### src/include/mrpt_regs.svh
// constants of the message translator: opcodes, codes and limits
`ifndef MRPT_REGS_SVH
`define MRPT_REGS_SVH
`define MRPT_NAT_PRD     8'h20
`define MRPT_NAT_NPRD    8'h00
`define MRPT_NAT_NPRRA   8'h04
`define MRPT_NAT_PWR     8'h1e
`define MRPT_NAT_NPWR    8'h02
`define MRPT_NAT_PPRINT  8'h22
`define MRPT_FC_RCOIL    8'h01
`define MRPT_FC_RINST    8'h02
`define MRPT_FC_RHOLD    8'h03
`define MRPT_FC_RINREG   8'h04
`define MRPT_FC_WCOIL    8'h05
`define MRPT_FC_WREG     8'h06
`define MRPT_FC_WCOILS   8'h0f
`define MRPT_FC_WREGS    8'h10
`define MRPT_FC_ENCAP    8'h11
`define MRPT_PRM_QUERY   8'h01
`define MRPT_PRM_REPLY   8'h02
`define MRPT_CLS_COIL    3'h0
`define MRPT_CLS_INBIT   3'h1
`define MRPT_CLS_INREG   3'h3
`define MRPT_CLS_HOLD    3'h4
`define MRPT_COIL_LIMIT  16'h0800
`define MRPT_COIL_ON     16'hff00
`endif

### src/include/mrpt_pkg.sv
// types shared by the message translator modules
package mrpt_pkg;
	typedef enum logic [1:0] {
		MRPT_MODE_NATIVE,
		MRPT_MODE_GATEWAY,
		MRPT_MODE_MASTER,
		MRPT_NETWORK_BRIDGING_MODE
	} mrpt_mode_e;
	typedef enum logic [1:0] {
		MRPT_K_XLATE,
		MRPT_K_ENCAP,
		MRPT_K_ERROR,
		MRPT_K_FWD
	} mrpt_kind_e;
	typedef struct packed {
		mrpt_kind_e  kind;
		logic        to_mb;
		logic [7:0]  opcode;
		logic [7:0]  param;
		logic [7:0]  inner;
		logic [15:0] addr;
		logic [15:0] count;
		logic [15:0] mask;
		logic [15:0] data;
	} mrpt_msg_s;
endpackage : mrpt_pkg

### src/include/mrpt_msg_if.sv
// valid/ready carrier of one message word between translator modules
`timescale 1ns/100ps
`default_nettype none
interface mrpt_msg_if #(parameter int W = 8);
	logic         valid;
	logic         ready;
	logic [W-1:0] data;
	modport src (output valid, output data, input ready);
	modport snk (input valid, input data, output ready);
endinterface : mrpt_msg_if
`default_nettype wire

### src/logic/mrpt_skid.sv
// two-entry message buffer with honest full and empty
`timescale 1ns/100ps
`default_nettype none
module mrpt_skid #(
	parameter int W = 8
) (
	input  wire logic clk_i,
	input  wire logic rstn_i,
	mrpt_msg_if.snk   in_if,
	mrpt_msg_if.src   out_if
);
	logic [W-1:0] mem_q [2];
	logic         wp_q;
	logic         rp_q;
	logic [1:0]   cnt_q;
	logic         push;
	logic         pop;

	if (W < 1) begin : g_chk
		$error("mrpt_skid: width must be at least one");
	end

	assign in_if.ready  = (cnt_q != 2'h2);
	assign out_if.valid = (cnt_q != 2'h0);
	assign out_if.data  = mem_q[rp_q];
	assign push         = in_if.valid & in_if.ready;
	assign pop          = out_if.valid & out_if.ready;

	always_ff @(posedge clk_i) begin
		if (push) begin
			mem_q[wp_q] <= in_if.data;
		end
	end

	always_ff @(posedge clk_i or negedge rstn_i) begin
		if (!rstn_i) begin
			wp_q  <= 1'b0;
			rp_q  <= 1'b0;
			cnt_q <= 2'h0;
		end else begin
			wp_q  <= wp_q ^ push;
			rp_q  <= rp_q ^ pop;
			cnt_q <= cnt_q + {1'b0, push} - {1'b0, pop};
		end
	end
endmodule : mrpt_skid
`default_nettype wire

### src/logic/mrpt_mbdec.sv
// decode of a serial-bus reference: class, function code, register, bit
`timescale 1ns/100ps
`default_nettype none
`include "mrpt_regs.svh"
module mrpt_mbdec (
	input  wire logic [7:0]  fc_i,
	input  wire logic [2:0]  class_i,
	input  wire logic [15:0] index_i,
	output logic             legal_o,
	output logic             is_bit_o,
	output logic [15:0]      reg_o,
	output logic [3:0]       bit_o
);
	logic [15:0] zidx;

	assign zidx = index_i - 16'h0001;

	always_comb begin
		legal_o  = 1'b0;
		is_bit_o = 1'b0;
		unique case (class_i)
			`MRPT_CLS_COIL: begin
				is_bit_o = 1'b1;
				legal_o  = fc_i == `MRPT_FC_RCOIL || fc_i == `MRPT_FC_WCOIL
					|| fc_i == `MRPT_FC_WCOILS;
			end
			`MRPT_CLS_INBIT: begin
				is_bit_o = 1'b1;
				legal_o  = fc_i == `MRPT_FC_RINST;
			end
			`MRPT_CLS_INREG: legal_o = fc_i == `MRPT_FC_RINREG;
			`MRPT_CLS_HOLD: begin
				legal_o = fc_i == `MRPT_FC_RHOLD || fc_i == `MRPT_FC_WREG
					|| fc_i == `MRPT_FC_WREGS;
			end
			default: legal_o = 1'b0;
		endcase
		if (index_i == 16'h0000) begin
			legal_o = 1'b0;
		end
	end

	// items count from one; sixteen bits share one native register
	assign reg_o = is_bit_o ? ({4'h0, zidx[15:4]} + 16'h0001) : index_i;
	assign bit_o = is_bit_o ? zidx[3:0] : 4'h0;
endmodule : mrpt_mbdec
`default_nettype wire

### src/logic/mrpt_xlate.sv
// message translator between the native register protocol and the serial bus
`timescale 1ns/100ps
`default_nettype none
`include "mrpt_regs.svh"
module mrpt_xlate (
	input  wire logic                   clk_i,
	input  wire logic                   rstn_i,
	input  wire mrpt_pkg::mrpt_mode_e   mode_i,
	input  wire logic [7:0]             cfg_opcode_i,
	input  wire logic [15:0]            cfg_bias_i,
	input  wire logic                   req_valid_i,
	output logic                        req_ready_o,
	input  wire logic                   req_from_mb_i,
	input  wire logic                   req_encap_i,
	input  wire logic [7:0]             req_opcode_i,
	input  wire logic                   req_has_param_i,
	input  wire logic [7:0]             req_param_i,
	input  wire logic [2:0]             req_class_i,
	input  wire logic [15:0]            req_addr_i,
	input  wire logic [15:0]            req_count_i,
	input  wire logic [15:0]            req_mask_i,
	input  wire logic [15:0]            req_data_i,
	output logic                        rsp_valid_o,
	input  wire logic                   rsp_ready_i,
	output mrpt_pkg::mrpt_msg_s         rsp_msg_o
);
	localparam int W = $bits(mrpt_pkg::mrpt_msg_s);

	typedef enum logic {MRPT_ST_IDLE, MRPT_ST_PUSH} mrpt_st_e;

	mrpt_st_e            st_q;
	mrpt_pkg::mrpt_msg_s msg_q;
	mrpt_pkg::mrpt_msg_s msg_d;
	mrpt_pkg::mrpt_msg_s to_mb;
	mrpt_pkg::mrpt_msg_s to_nat;
	mrpt_pkg::mrpt_msg_s err;
	logic                acc;
	logic                legal;
	logic                is_bit;
	logic [15:0]         dreg;
	logic [3:0]          dbit;
	logic                mb_encap;
	logic                mb_reply;
	logic [15:0]         wbits;
	logic                onehot;
	logic [3:0]          wpos;
	logic [15:0]         span;

	mrpt_msg_if #(.W(W)) push_if ();
	mrpt_msg_if #(.W(W)) pop_if ();

	mrpt_mbdec u_dec (
		.fc_i     (req_opcode_i),
		.class_i  (req_class_i),
		.index_i  (req_addr_i),
		.legal_o  (legal),
		.is_bit_o (is_bit),
		.reg_o    (dreg),
		.bit_o    (dbit)
	);

	mrpt_skid #(.W(W)) u_buf (
		.clk_i  (clk_i),
		.rstn_i (rstn_i),
		.in_if  (push_if),
		.out_if (pop_if)
	);

	////////////////////////////////////////////////////////////////////////
	// request classification

	assign acc      = req_valid_i & req_ready_o;
	assign mb_encap = req_from_mb_i & req_opcode_i == `MRPT_FC_ENCAP
		& req_has_param_i & req_param_i == `MRPT_PRM_QUERY;
	assign mb_reply = req_from_mb_i & req_opcode_i == `MRPT_FC_ENCAP
		& req_has_param_i & req_param_i == `MRPT_PRM_REPLY;
	assign wbits    = ~req_mask_i;
	assign onehot   = wbits != 16'h0000 && (wbits & (wbits - 16'h0001)) == 16'h0;

	always_comb begin
		wpos = 4'h0;
		for (int i = 0; i < 16; i++) begin
			if (wbits[i]) begin
				wpos = 4'(i);
			end
		end
	end

	// offset of the last bit of a range starting at dbit, counted from its first register
	assign span = {12'h000, dbit} + req_count_i - 16'h0001;

	////////////////////////////////////////////////////////////////////////
	// encapsulated error reply, sent back toward the originator

	always_comb begin
		err        = '0;
		err.kind   = mrpt_pkg::MRPT_K_ERROR;
		err.to_mb  = req_from_mb_i;
		err.opcode = `MRPT_FC_ENCAP;
		err.param  = `MRPT_PRM_REPLY;
		err.inner  = req_opcode_i;
		err.addr   = req_addr_i;
	end

	////////////////////////////////////////////////////////////////////////
	// native message toward the serial bus

	always_comb begin
		to_mb        = '0;
		to_mb.kind   = mrpt_pkg::MRPT_K_XLATE;
		to_mb.to_mb  = 1'b1;
		to_mb.inner  = req_opcode_i;
		to_mb.addr   = req_addr_i;
		to_mb.count  = req_count_i;
		to_mb.data   = req_data_i;
		to_mb.param  = {5'h00, `MRPT_CLS_HOLD};
		unique case (req_opcode_i)
			`MRPT_NAT_PRD, `MRPT_NAT_NPRD: begin
				to_mb.opcode = `MRPT_FC_RHOLD;
			end
			`MRPT_NAT_PWR: to_mb.opcode = `MRPT_FC_WREGS;
			`MRPT_NAT_NPWR: begin
				if (req_mask_i == 16'h0000) begin
					to_mb.opcode = `MRPT_FC_WREGS;
				end else if (onehot && req_count_i == 16'h0001
					&& req_addr_i != 16'h0000
					&& req_addr_i < `MRPT_COIL_LIMIT) begin
					to_mb.opcode = `MRPT_FC_WCOIL;
					to_mb.param  = {5'h00, `MRPT_CLS_COIL};
					to_mb.addr   = {req_addr_i[11:0] - 12'h001, wpos} + 16'h1;
					to_mb.data   = req_data_i[wpos] ? `MRPT_COIL_ON : 16'h0;
				end else begin
					to_mb.kind = mrpt_pkg::MRPT_K_ENCAP;
				end
			end
			default: to_mb.kind = mrpt_pkg::MRPT_K_ENCAP;
		endcase
		if (mode_i == mrpt_pkg::MRPT_MODE_MASTER
			&& to_mb.kind == mrpt_pkg::MRPT_K_XLATE) begin
			to_mb.opcode = cfg_opcode_i;
			to_mb.param  = 8'h00;
			to_mb.addr   = req_addr_i + cfg_bias_i;
			to_mb.data   = req_data_i;
		end
		if (to_mb.kind == mrpt_pkg::MRPT_K_ENCAP) begin
			to_mb.opcode = `MRPT_FC_ENCAP;
			to_mb.param  = `MRPT_PRM_QUERY;
			to_mb.addr   = req_addr_i;
			to_mb.mask   = req_mask_i;
			to_mb.data   = req_data_i;
		end
	end

	////////////////////////////////////////////////////////////////////////
	// serial-bus message toward the native side

	always_comb begin
		to_nat        = '0;
		to_nat.kind   = mrpt_pkg::MRPT_K_XLATE;
		to_nat.inner  = req_opcode_i;
		to_nat.param  = {5'h00, req_class_i};
		to_nat.addr   = dreg;
		to_nat.count  = is_bit ? ({4'h0, span[15:4]} + 16'h0001) : req_count_i;
		to_nat.data   = req_data_i;
		unique case (req_opcode_i)
			`MRPT_FC_RCOIL, `MRPT_FC_RINST, `MRPT_FC_RHOLD, `MRPT_FC_RINREG:
				to_nat.opcode = `MRPT_NAT_PRD;
			`MRPT_FC_WCOIL: begin
				to_nat.opcode = `MRPT_NAT_NPWR;
				to_nat.count  = 16'h0001;
				to_nat.mask   = ~(16'h0001 << dbit);
				to_nat.data   = (req_data_i == `MRPT_COIL_ON)
					? (16'h0001 << dbit) : 16'h0000;
			end
			`MRPT_FC_WREG, `MRPT_FC_WCOILS, `MRPT_FC_WREGS:
				to_nat.opcode = `MRPT_NAT_PWR;
			default: to_nat.opcode = req_opcode_i;
		endcase
		if (!legal) begin
			to_nat.kind   = mrpt_pkg::MRPT_K_ENCAP;
			to_nat.opcode = req_opcode_i;
			to_nat.addr   = req_addr_i;
			to_nat.count  = req_count_i;
			to_nat.mask   = req_mask_i;
			to_nat.data   = req_data_i;
		end
		to_nat.data = to_nat.data & ~to_nat.mask;
	end

	////////////////////////////////////////////////////////////////////////
	// selection by port mode

	always_comb begin
		msg_d        = '0;
		msg_d.kind   = mrpt_pkg::MRPT_K_FWD;
		msg_d.to_mb  = req_from_mb_i;
		msg_d.opcode = req_opcode_i;
		msg_d.param  = req_param_i;
		msg_d.inner  = req_opcode_i;
		msg_d.addr   = req_addr_i;
		msg_d.count  = req_count_i;
		msg_d.mask   = req_mask_i;
		msg_d.data   = req_data_i;
		unique case (mode_i)
			mrpt_pkg::MRPT_NETWORK_BRIDGING_MODE: ;
			mrpt_pkg::MRPT_MODE_NATIVE: begin
				if (!req_from_mb_i && req_encap_i) begin
					msg_d = err;
				end else if (req_from_mb_i && !mb_reply) begin
					msg_d = to_nat;
				end
			end
			mrpt_pkg::MRPT_MODE_GATEWAY, mrpt_pkg::MRPT_MODE_MASTER: begin
				if (mb_encap) begin
					msg_d = err;
				end else if (mb_reply) begin
					msg_d.to_mb = 1'b0;
				end else if (!req_from_mb_i) begin
					msg_d = to_mb;
				end else if (mode_i == mrpt_pkg::MRPT_MODE_GATEWAY) begin
					msg_d = to_nat;
				end
			end
		endcase
	end

	////////////////////////////////////////////////////////////////////////
	// one message in flight, then wait for the buffer

	assign req_ready_o   = st_q == MRPT_ST_IDLE;
	assign push_if.valid = st_q == MRPT_ST_PUSH;
	assign push_if.data  = msg_q;
	assign rsp_valid_o   = pop_if.valid;
	assign rsp_msg_o     = pop_if.data;
	assign pop_if.ready  = rsp_ready_i;

	always_ff @(posedge clk_i or negedge rstn_i) begin
		if (!rstn_i) begin
			st_q <= MRPT_ST_IDLE;
		end else begin
			unique case (st_q)
				MRPT_ST_IDLE: if (req_valid_i) st_q <= MRPT_ST_PUSH;
				MRPT_ST_PUSH: if (push_if.ready) st_q <= MRPT_ST_IDLE;
			endcase
		end
	end

	always_ff @(posedge clk_i or negedge rstn_i) begin
		if (!rstn_i) begin
			msg_q <= '0;
		end else if (acc) begin
			msg_q <= msg_d;
		end
	end
endmodule : mrpt_xlate
`default_nettype wire

### config.mk
export PLATFORM = sky130hd
export DESIGN_NAME = mrpt_xlate
export DESIGN_NICKNAME = d
export VERILOG_FILES = /design/src/include/mrpt_pkg.sv /design/src/include/mrpt_msg_if.sv /design/src/logic/mrpt_skid.sv /design/src/logic/mrpt_mbdec.sv /design/src/logic/mrpt_xlate.sv
export VERILOG_INCLUDE_DIRS = /design/src /design/src/include
export SDC_FILE = /design/constraint.sdc
export NUM_CORES = 1
export LEC_CHECK = 0
export BUFFER_PORTS_ARGS = -buffer_cell sky130_fd_sc_hd__buf_2
export CELL_PAD_IN_SITES_DETAIL_PLACEMENT = 1
export CELL_PAD_IN_SITES_GLOBAL_PLACEMENT = 1
export CORE_ASPECT_RATIO = 0.7
export CORE_MARGIN = 2
export CORE_UTILIZATION = 49
export CTS_CLUSTER_DIAMETER = 100
export DETAILED_ROUTE_END_ITERATION = 6
export GPL_TIMING_DRIVEN = 1
export PLACE_DENSITY = 0.86
export SETUP_SLACK_MARGIN = 0.15
export SYNTH_ARGS = -nofsm -noshare
export SYNTH_HDL_FRONTEND = slang
export SYNTH_SLANG_ARGS = --single-unit
### constraint.sdc
create_clock -name clk_i -period 6.7 [get_ports clk_i]
set_input_delay 0.67 -clock clk_i [delete_from_list [all_inputs] [get_ports clk_i]]
set_output_delay 0.67 -clock clk_i [all_outputs]
set_load 0.05 [all_outputs]
==> results.md, run 1 <==
* Pins Over Slew Limit at 0
* Top-level port count at 209
* CTS tree: yes
* Number of clock sinks at 278
* Worst hold-check slack at 71.2 ps
* Syn Nets at 2032
* Number of remaining DRC errors at 0
* Peak supply drop at 0.284 mV
* Slew @ Worst Pin at 1300 ps
* Unrepaired setup endpoints after global routing: no
* Half-perimeter wire length of the detailed placement result at 51000 µm
* Peak clock frequency supported by timing at 201 MHz
* Total wire length after detailed routing at 69100 µm
* Top FF cell, synth: edfxtp_1
* Number of antenna violations at the first check in global routing at 4
* Yosys top cell by area: edfxtp_1
* Width of the die at 230 µm
* Gr usage total at 36.3%
* Max-cap check violation count at 0
* Routed vias at 16500
* Clock Pin Slew Worst Setup and Hold Paths at 70 ps
* Number of gates given a new drive strength after cts at 0
* Final setup violation count at 0
* Sum of overflow across all layers after global routing at 0
* Status: finished, final reports clean
* Count of port buffers added during placement at 208
* Final estimated routing congestion in global placement at 0.995
* Leakage at 0.00766 µW
* Number of storage elements in the synthesis netlist at 278
* Die Y-Extent at 162 µm
* Critical-path maximum fanout at 16
* Classification of the worst-slack hold path: primary input to async pin
* Clock network latency to the later pin of the worst-skew pair at 590 ps
* Total clock buffers created by CTS at 28
* Tcrit/Tclk final at 74.4%
* Worst Path Class, Setup: primary input to register
* Relative slew slack at 13.3%
* Mean number of vias per cell at 6.61
* Count of different cell masters after synthesis at 81
* Core Footprint at 34900 µm²
* Post-synth EDFFs at 182
* Routed wirelength normalized by instance count at 27.6 µm
* Remaining antenna violation count after routing at 0
* Number of setup buffers added after CTS at 0
* Pin count of the biggest net entering global routing at 70
* Number of detailed-route iterations in the first pass at 6
* Most repeated cell in the gate-level netlist after synthesis: nand2_1
* Number of nets in the final layout at 2173
* Syn avg cell area at 9.38 µm²
* Portion of the post-synthesis area used by sequential elements at 45.0%
* Area delta synth->final at 13.0%
* Standard-cell row count at 57
* Clock tree root driver cell: clkbuf_16
* Number of placed instances, taps included at 2448
* Data required time at the worst endpoint at 7140 ps
* Proportion of netlist area held by the largest area contributor at 31.2%
* Worst Setup End Kind: register
* Minimum clock period after layout at 4990 ps
* Power per unit of standard cell area at 392 nW/µm²
* Top post-synthesis cells by count: 231 x nand2_1, 182 x edfxtp_1, 150 x a21oi_1
* Cell types with the largest area share after synthesis: edfxtp_1 31%, dfrtp_1 14%, mux2_2 6.2%
* Max clock buf depth at 3
* Layout cell share with drive strength beyond 1 at 19.9%
* Gate count of the mapped netlist at 1865
* Global-route wire length before repair at 103000 µm
* Netlist area before placement at 17500 µm²
* Final worst clock skew at 19.7 ps
* Number of synthesis warnings at 0
* Post-Layout Cell Count at 2502
* Sum of negative setup slack at 0 ps
* Full die area at 37300 µm²
* Kind of start point of the critical path: primary input
* First-iteration detailed-routing DRC count at 1974
* Arrival time of data at the critical path endpoint at 5430 ps
* Core utilization of the finished layout at 56.6%
* Vias in the first global route at 16700
* Starting Density at 50.1%
* Final count of hold timing violations at 0
* Quantity of hold-fixing buffers added after cts at 0
* CTS HTree Levels at 1
* Share of async-settable or async-resettable flops after synthesis at 34.5%
area by class of cell:
class	count	area, µm²
diodes	2	5.00
clock buffers	39	782
clock inverters	13	129
fillers	4043	15200
inverters	57	214
multi-input cells	1407	8950
flip-flops and latches	278	7870
well taps	472	591
repair buffers	234	1240
path summary, 6_finish.rpt:
kind,depth (start not counted),start,slack [ps],end
setup / recovery,19,req_addr_i[0],1710,msg_q[40]
hold / removal,1,rstn_i,70,msg_q[47]
setup reg to reg,4,push_if.valid,3820,u_buf.mem_q[1][61]
hold reg to reg,0,msg_q[73],470,u_buf.mem_q[0][73]
max in group asynchronous,2,rstn_i,5170,u_buf.rp_q
min in group clk_i,2,req_param_i[5],330,msg_q[77]
logic make-up after synthesis:
kind of cell / synth area share, %
buffers and inverters: 4.12
flip-flops: 45.0
AO/OA/AOI/OAI: 18.7
AND/OR/NAND/NOR: 17.4
multiplexers: 7.51
adder cells (fa/ha/maj): 3.69
XOR/XNOR: 3.65
where the power goes:
group	internal (µW)	switching [µW]
sequential	2630	375
combinational	886	2290
clock	863	716
routing by layer:
metal  up-vias  track usage, %  routed length [µm]
li1       7176               -                   -
met1      8259            51.2               29300
met2       958            56.4               30800
met3       135            9.74                7610
met4         2            7.77                1420
met5         -               0                  13
through the flow:
step                      total power, µW  setup WS [ps]  cell area [µm²]
final                                7760           1710            19800
after global routing                 8060           1340            19800
after global placement               6000           1730            18900
after detailed placement             6170           1310            18900
after CTS                            7760           1900            19800
after floorplan                      5220           1970            17500
worst max-delay path, stage by stage:
cell       delay, ps
buf_2            220
nor3_1           280
xnor2_1          180
nor2_1           490
inv_1            260
ha_1             350
inv_1             50
ha_1             280
nor2_1            40
a21oi_1          400
nand2_1          130
xnor2_1          230
ha_1             290
o211ai_1         160
nor3_1           370
xnor2_1          170
a2111oi_0        130
a2111oi_0        600
nor3_1           100
layout by cell type (no fill, tap or decap), types with 11 or more instances in the layout:
cell type / count
and2_1: 13
a211oi_1: 17
nand2_1: 230
buf_2: 207
nand2b_1: 15
a21o_1: 11
ha_1: 48
mux2_2: 96
inv_1: 55
nor3_1: 57
dfrtp_1: 95
xnor2_1: 45
o31ai_1: 11
o21a_1: 13
nor2b_1: 11
nor2_1: 141
a22oi_1: 12
mux2i_1: 21
a21oi_1: 150
nand4_1: 23
o22ai_1: 18
clkbuf_16: 28
or3_1: 18
o211ai_1: 15
o21ai_0: 131
xor2_1: 28
nand3_1: 56
buf_4: 27
a31oi_1: 35
nor4_1: 19
edfxtp_1: 182
or2_2: 12
sequential cells by signal (all words and copies together) (netlist names):
signal and cells:
msg_q 91, push_if.valid 1, u_buf.cnt_q 2, u_buf.mem_q 182
u_buf.rp_q 1, u_buf.wp_q 1
(Power assumes the default switching activity.)
==> inputs of run 2 (changes only) <==
CORE_UTILIZATION = 46   (was 49)
PLACE_DENSITY = 0.81   (was 0.86)
clock period = 4.7 ns   (was 6.7 ns; I/O delays follow)
==> results.md, run 2 (synthesis gave the netlist of run 1 again) <==
* Status: finished, final reports clean
* Final count of hold timing violations at 0
* Worst Setup End Kind: register
* Global-route wire length before repair at 104000 µm
* Clock network latency to the later pin of the worst-skew pair at 590 ps
* Classification of the worst-slack hold path: primary input to async pin
* Final setup violation count at 0
* Pre-CTS setup slack at 59.1 ps
* Unrepaired setup endpoints after global routing: no
* Sum of negative setup slack at 0 ps
* Comb power frac at 40.5%
* R2R setup slack at 2070 ps
* Kind of start point of the critical path: primary input
* Clock tree root driver cell: clkbuf_16
* Arrival time of data at the critical path endpoint at 4660 ps
* Top-level port count at 209
* Gr usage total at 34.4%
* Number of nets in the final layout at 2215
* Pin count of the biggest net entering global routing at 72
* Total wire length after detailed routing at 69200 µm
* Starting Density at 46.9%
* Fin area at 20100 µm²
* Relative slew slack at 25.3%
* Number of gates given a new drive strength after cts at 0
* Top flop regs: u_buf.mem_q x182, msg_q x91, u_buf.cnt_q x2
* Capturing point of the worst reg2reg path: msg_q[57]
* Filler Cells Inserted at 4288
* Slew @ Worst Pin at 1110 ps
* Quantity of hold-fixing buffers added after cts at 0
* Standard-cell row count at 59
* Critical-path maximum fanout at 10
* Number of cells on the worst reg-to-reg path at 7
* Count of port buffers added during placement at 208
* Final estimated routing congestion in global placement at 0.984
* Number of clock sinks at 278
* Sum of overflow across all layers after global routing at 0
* Leakage at 0.00785 µW
* Post-place instance area at 19200 µm²
* Core Footprint at 37400 µm²
* Clock Pin Slew Worst Setup and Hold Paths at 70 ps
* Layout cell share with drive strength beyond 1 at 21.4%
* Worst setup slack after layout at 549 ps
* Routed vias at 16600
* First-iteration detailed-routing DRC count at 1553
* Share of power burned in the clock network at 20.4%
* Tcrit/Tclk final at 88.3%
* Max clock buf depth at 3
* Sw Ratio at 43.5%
* Width of the die at 237 µm
* Mean number of vias per cell at 6.46
* Number of setup buffers added after CTS at 0
* Routed wirelength normalized by instance count at 27.0 µm
* Core utilization of the finished layout at 53.9%
* Full die area at 39600 µm²
* Peak clock frequency supported by timing at 241 MHz
* Worst Path Class, Setup: primary input to register
* Largest Register: u_buf.mem_q
* Number of antenna violations at the first check in global routing at 6
* CTS tree: yes
* Max-cap check violation count at 0
* Vias in the first global route at 16700
* Half-perimeter wire length of the detailed placement result at 51300 µm
* Pint at 6250 µW
* Pins Over Slew Limit at 0
* Area delta synth->final at 14.9%
* Remaining antenna violation count after routing at 0
* Peak supply drop at 0.429 mV
* Worst r2r src: push_if.valid
* Power per unit of standard cell area at 551 nW/µm²
* Leading cell type in the layout, fill and taps excluded: nand2_1
* Total clock buffers created by CTS at 28
* Minimum clock period after layout at 4150 ps
* Max reg flops at 182
* CTS HTree Levels at 1
* Data required time at the worst endpoint at 5210 ps
* Switching power total at 4820 µW
* Power share of the sequential group at 39.1%
* Commonest non-fill, non-tap cells in the layout: 230 x nand2_1, 207 x buf_2, 182 x edfxtp_1
* Die Y-Extent at 167 µm
* Number of remaining DRC errors at 0
* Number of detailed-route iterations in the first pass at 5
* Final worst clock skew at 20.7 ps
## run 2: final cells by class
class	count	area, µm²	area share, %
Sequential cell	278	7870	39.1
Inverter	57	214	1.06
Antenna cell	3	7.51	0.0373
Multi-Input combinational cell	1407	8960	44.5
Tap cell	488	611	3.04
Clock buffer	41	779	3.87
Timing Repair Buffer	276	1550	7.72
Clock inverter	11	123	0.609
## run 2: power by group through the flow
| stage | logic [µW] | registers, µW | clock network (µW) |
|---|---|---|---|
| floorplan | 3390 | 4050 | 0 |
| global placement | 4310 | 4250 | 0 |
| detailed placement | 4420 | 4360 | 0 |
| CTS | 4470 | 4330 | 2270 |
| global route | 4750 | 4430 | 2360 |
| finish | 4490 | 4330 | 2260 |
## run 2: how the worst max path moves through the flow
| stage | to | start | depth (start not counted) | slack (ps) |
|---|---|---|---|---|
| after detailed placement | msg_q[40] | req_addr_i[1] | 18 | 60 |
| after floorplan | msg_q[40] | req_addr_i[0] | 21 | 170 |
| after global placement | msg_q[40] | req_addr_i[1] | 18 | 440 |
| final | msg_q[40] | req_addr_i[1] | 18 | 550 |
| after CTS | msg_q[40] | req_addr_i[1] | 18 | 670 |
| after global routing | msg_q[40] | req_addr_i[1] | 18 | 180 |
## run 2: routing by layer
metal  global-route usage (%)  part of all wire [%]
met3                     9.28                    10
met5                        0                 0.026
met2                     53.4                    44
met1                     48.6                    44
met4                     6.73                   1.9
## run 2: critical path, cell delays in order
cell and delay (ps):
buf_2 230, inv_1 120, ha_1 330, or3_1 390
ha_1 210, inv_1 60, ha_1 180, nor2_1 50
a21oi_1 410, nand2_1 130, xnor2_1 250, ha_1 290
o211ai_1 170, nor3_1 430, xnor2_1 130, a2111oi_0 490
a2111oi_0 140, nor3_1 160
## run 2: stage by stage
stage                     std cells  total power (µW)  hold WS, ps
after floorplan                1865              7440          174
after global placement         2506              8570          448
after detailed placement       2506              8790          456
after CTS                      2558             11100         68.9
after global routing           2560             11500         93.4
final                          2561             11100         34.0
==> inputs of run 3 (changes only) <==
PLACE_DENSITY = 0.9   (was 0.81)
==> results.md, run 3 (synthesis gave the netlist of run 1 again) <==
* Post-Layout Cell Count at 2562
* Mean number of vias per cell at 6.54
* Peak supply drop at 0.521 mV
* Half-perimeter wire length of the detailed placement result at 52300 µm
* Number of placed instances, taps included at 2507
* Standard-cell row count at 59
* Kind of start point of the critical path: primary input
* Final count of hold timing violations at 0
* Gr usage total at 35.2%
* Max clock buf depth at 3
* Starting Density at 46.9%
* Pin count of the biggest net entering global routing at 78
* Width of the die at 237 µm
* Final worst clock skew at 14.8 ps
* CTS HTree Levels at 1
* Library cell appearing most often on the critical path: ha_1
* Largest Register: u_buf.mem_q
* Number of remaining DRC errors at 0
* Post-place instance area at 19200 µm²
* Minimum clock period after layout at 4070 ps
* Total wire length after detailed routing at 71000 µm
* Number of nets in the final layout at 2217
* Worst Setup End Kind: register
* Unrepaired setup endpoints after global routing: no
* Filler Cells Inserted at 4309
* Top flop regs: u_buf.mem_q x182, msg_q x91, u_buf.cnt_q x2
* Worst Path Class, Setup: primary input to register
* Routed vias at 16800
* Sum of negative setup slack at 0 ps
* Number of detailed-route iterations in the first pass at 6
* Remaining antenna violation count after routing at 0
* Commonest non-fill, non-tap cells in the layout: 230 x nand2_1, 207 x buf_2, 182 x edfxtp_1
* Pins Over Slew Limit at 0
* Number of gates given a new drive strength after cts at 0
* Core Footprint at 37400 µm²
* Clock network latency to the later pin of the worst-skew pair at 590 ps
* Data required time at the worst endpoint at 5150 ps
* Fin area at 20200 µm²
* CP max-delay cell: a2111oi_0
* Count of port buffers added during placement at 208
* Top-level port count at 209
* Vias in the first global route at 17000
* Peak clock frequency supported by timing at 246 MHz
* Longest individual stage delay on the worst path at 470 ps
* Critical-path maximum fanout at 7
* Layout cell share with drive strength beyond 1 at 21.8%
* Leakage at 0.00792 µW
* Die Y-Extent at 167 µm
* Final setup violation count at 0
* Status: finished, final reports clean
* CTS tree: yes
* Sum of overflow across all layers after global routing at 0
* Leading cell type in the layout, fill and taps excluded: nand2_1
* First-iteration detailed-routing DRC count at 2130
* Area delta synth->final at 15.6%
* Power per unit of standard cell area at 558 nW/µm²
* Tcrit/Tclk final at 86.6%
* Number of clock sinks at 278
* Max-cap check violation count at 0
* Full die area at 39600 µm²
* Arrival time of data at the critical path endpoint at 4520 ps
* Cell-by-cell listing of the critical path: buf_2 > inv_1 > ha_1 > xor2_1 > nand2_1 > ha_1 > inv_1 > ha_1 > nand2b_1 > a21oi_1 > nand2_1 > xnor2_1 > ha_1 > o211ai_1 > nor3_1 > xnor2_1 > a2111oi_0 > a2111oi_0 > nor3_1
* Max reg flops at 182
* Slew @ Worst Pin at 1340 ps
* Core utilization of the finished layout at 54.2%
* Classification of the worst-slack hold path: primary input to register
* Clock tree root driver cell: clkbuf_16
* Final estimated routing congestion in global placement at 1.01
* Routed wirelength normalized by instance count at 27.7 µm
* Clock Pin Slew Worst Setup and Hold Paths at 70 ps
* Total clock buffers created by CTS at 28
* Global-route wire length before repair at 107000 µm
* Relative slew slack at 10.6%
* Number of antenna violations at the first check in global routing at 4
==> run 3: cell count changes in the layout (fill, tap and decap cells not counted) <==
| cell | previous run | this run |
|---|---|---|
| nor3_2 | 1 | 0 |
| dlygate4sd3_1 | 0 | 1 |
| clkinv_2 | 2 | 5 |
| bufinv_16 | 1 | 4 |
| diode_2 | 3 | 2 |
| buf_12 | 0 | 1 |
| inv_8 | 1 | 0 |
| nor3_1 | 56 | 57 |
| clkbuf_1 | 10 | 4 |
| clkbuf_8 | 3 | 5 |
| clkinv_1 | 4 | 3 |
==> run 3: metal layers <==
| metal | vias to the layer above | wire length, µm | GRT usage [%] |
|---|---|---|---|
| met1 | 8327 | 30200 | 49.8 |
| met3 | 172 | 7870 | 8.46 |
| li1 | 7265 | - | - |
| met5 | - | 20 | 0 |
| met2 | 998 | 31000 | 54.5 |
| met4 | 4 | 1940 | 8.45 |
==> run 3: repair_timing <==
action,in CTS,in global routing
hold buffers,1,0
setup buffers,0,0
endpoints found under the hold margin,16,0
==> run 3: power breakdown <==
part           switching (µW)  internal, µW
Sequential                612          3750
Clock                    1050          1410
Combinational            3190          1290
==> run 3: layout make-up <==
cell class,instances,area [µm²],area share (%)
Clock buffer,37,785,3.88
Multi-Input combinational cell,1407,8950,44.2
Timing Repair Buffer,278,1580,7.83
Clock inverter,15,213,1.05
Sequential cell,278,7870,38.9
Inverter,57,214,1.06
Tap cell,488,611,3.02
Antenna cell,2,5.00,0.0247
==> run 3: worst paths after layout <==
kind | start | endpoint | slack, ps | cells after the start
min in group asynchronous | rstn_i | msg_q[35] | 310 | 2
max | req_addr_i[0] | msg_q[40] | 630 | 19
min | req_count_i[14] | msg_q[46] | 150 | 3
min reg2reg | msg_q[55] | u_buf.mem_q[1][55] | 470 | 0
max in group asynchronous | rstn_i | u_buf.rp_q | 3230 | 3
max reg2reg | push_if.valid | u_buf.mem_q[0][27] | 1850 | 4
==> run 3: through the flow <==
| stage | setup WS (ps) | total power, µW | hold WS (ps) |
|---|---|---|---|
| detailed placement | 142 | 8810 | 364 |
| global route | 264 | 11700 | 149 |
| global placement | 353 | 8560 | 358 |
| CTS | 733 | 11300 | 139 |
| finish | 631 | 11300 | 153 |
| floorplan | 170 | 7440 | 174 |
==> run 3: worst max-delay path, delay by kind of cell <==
kind,cells,cell delay (ps)
buffers and inverters,3,420
XOR/XNOR,3,600
adder cells (fa/ha/maj),4,1120
AO/OA/AOI/OAI,4,1110
AND/OR/NAND/NOR,5,780
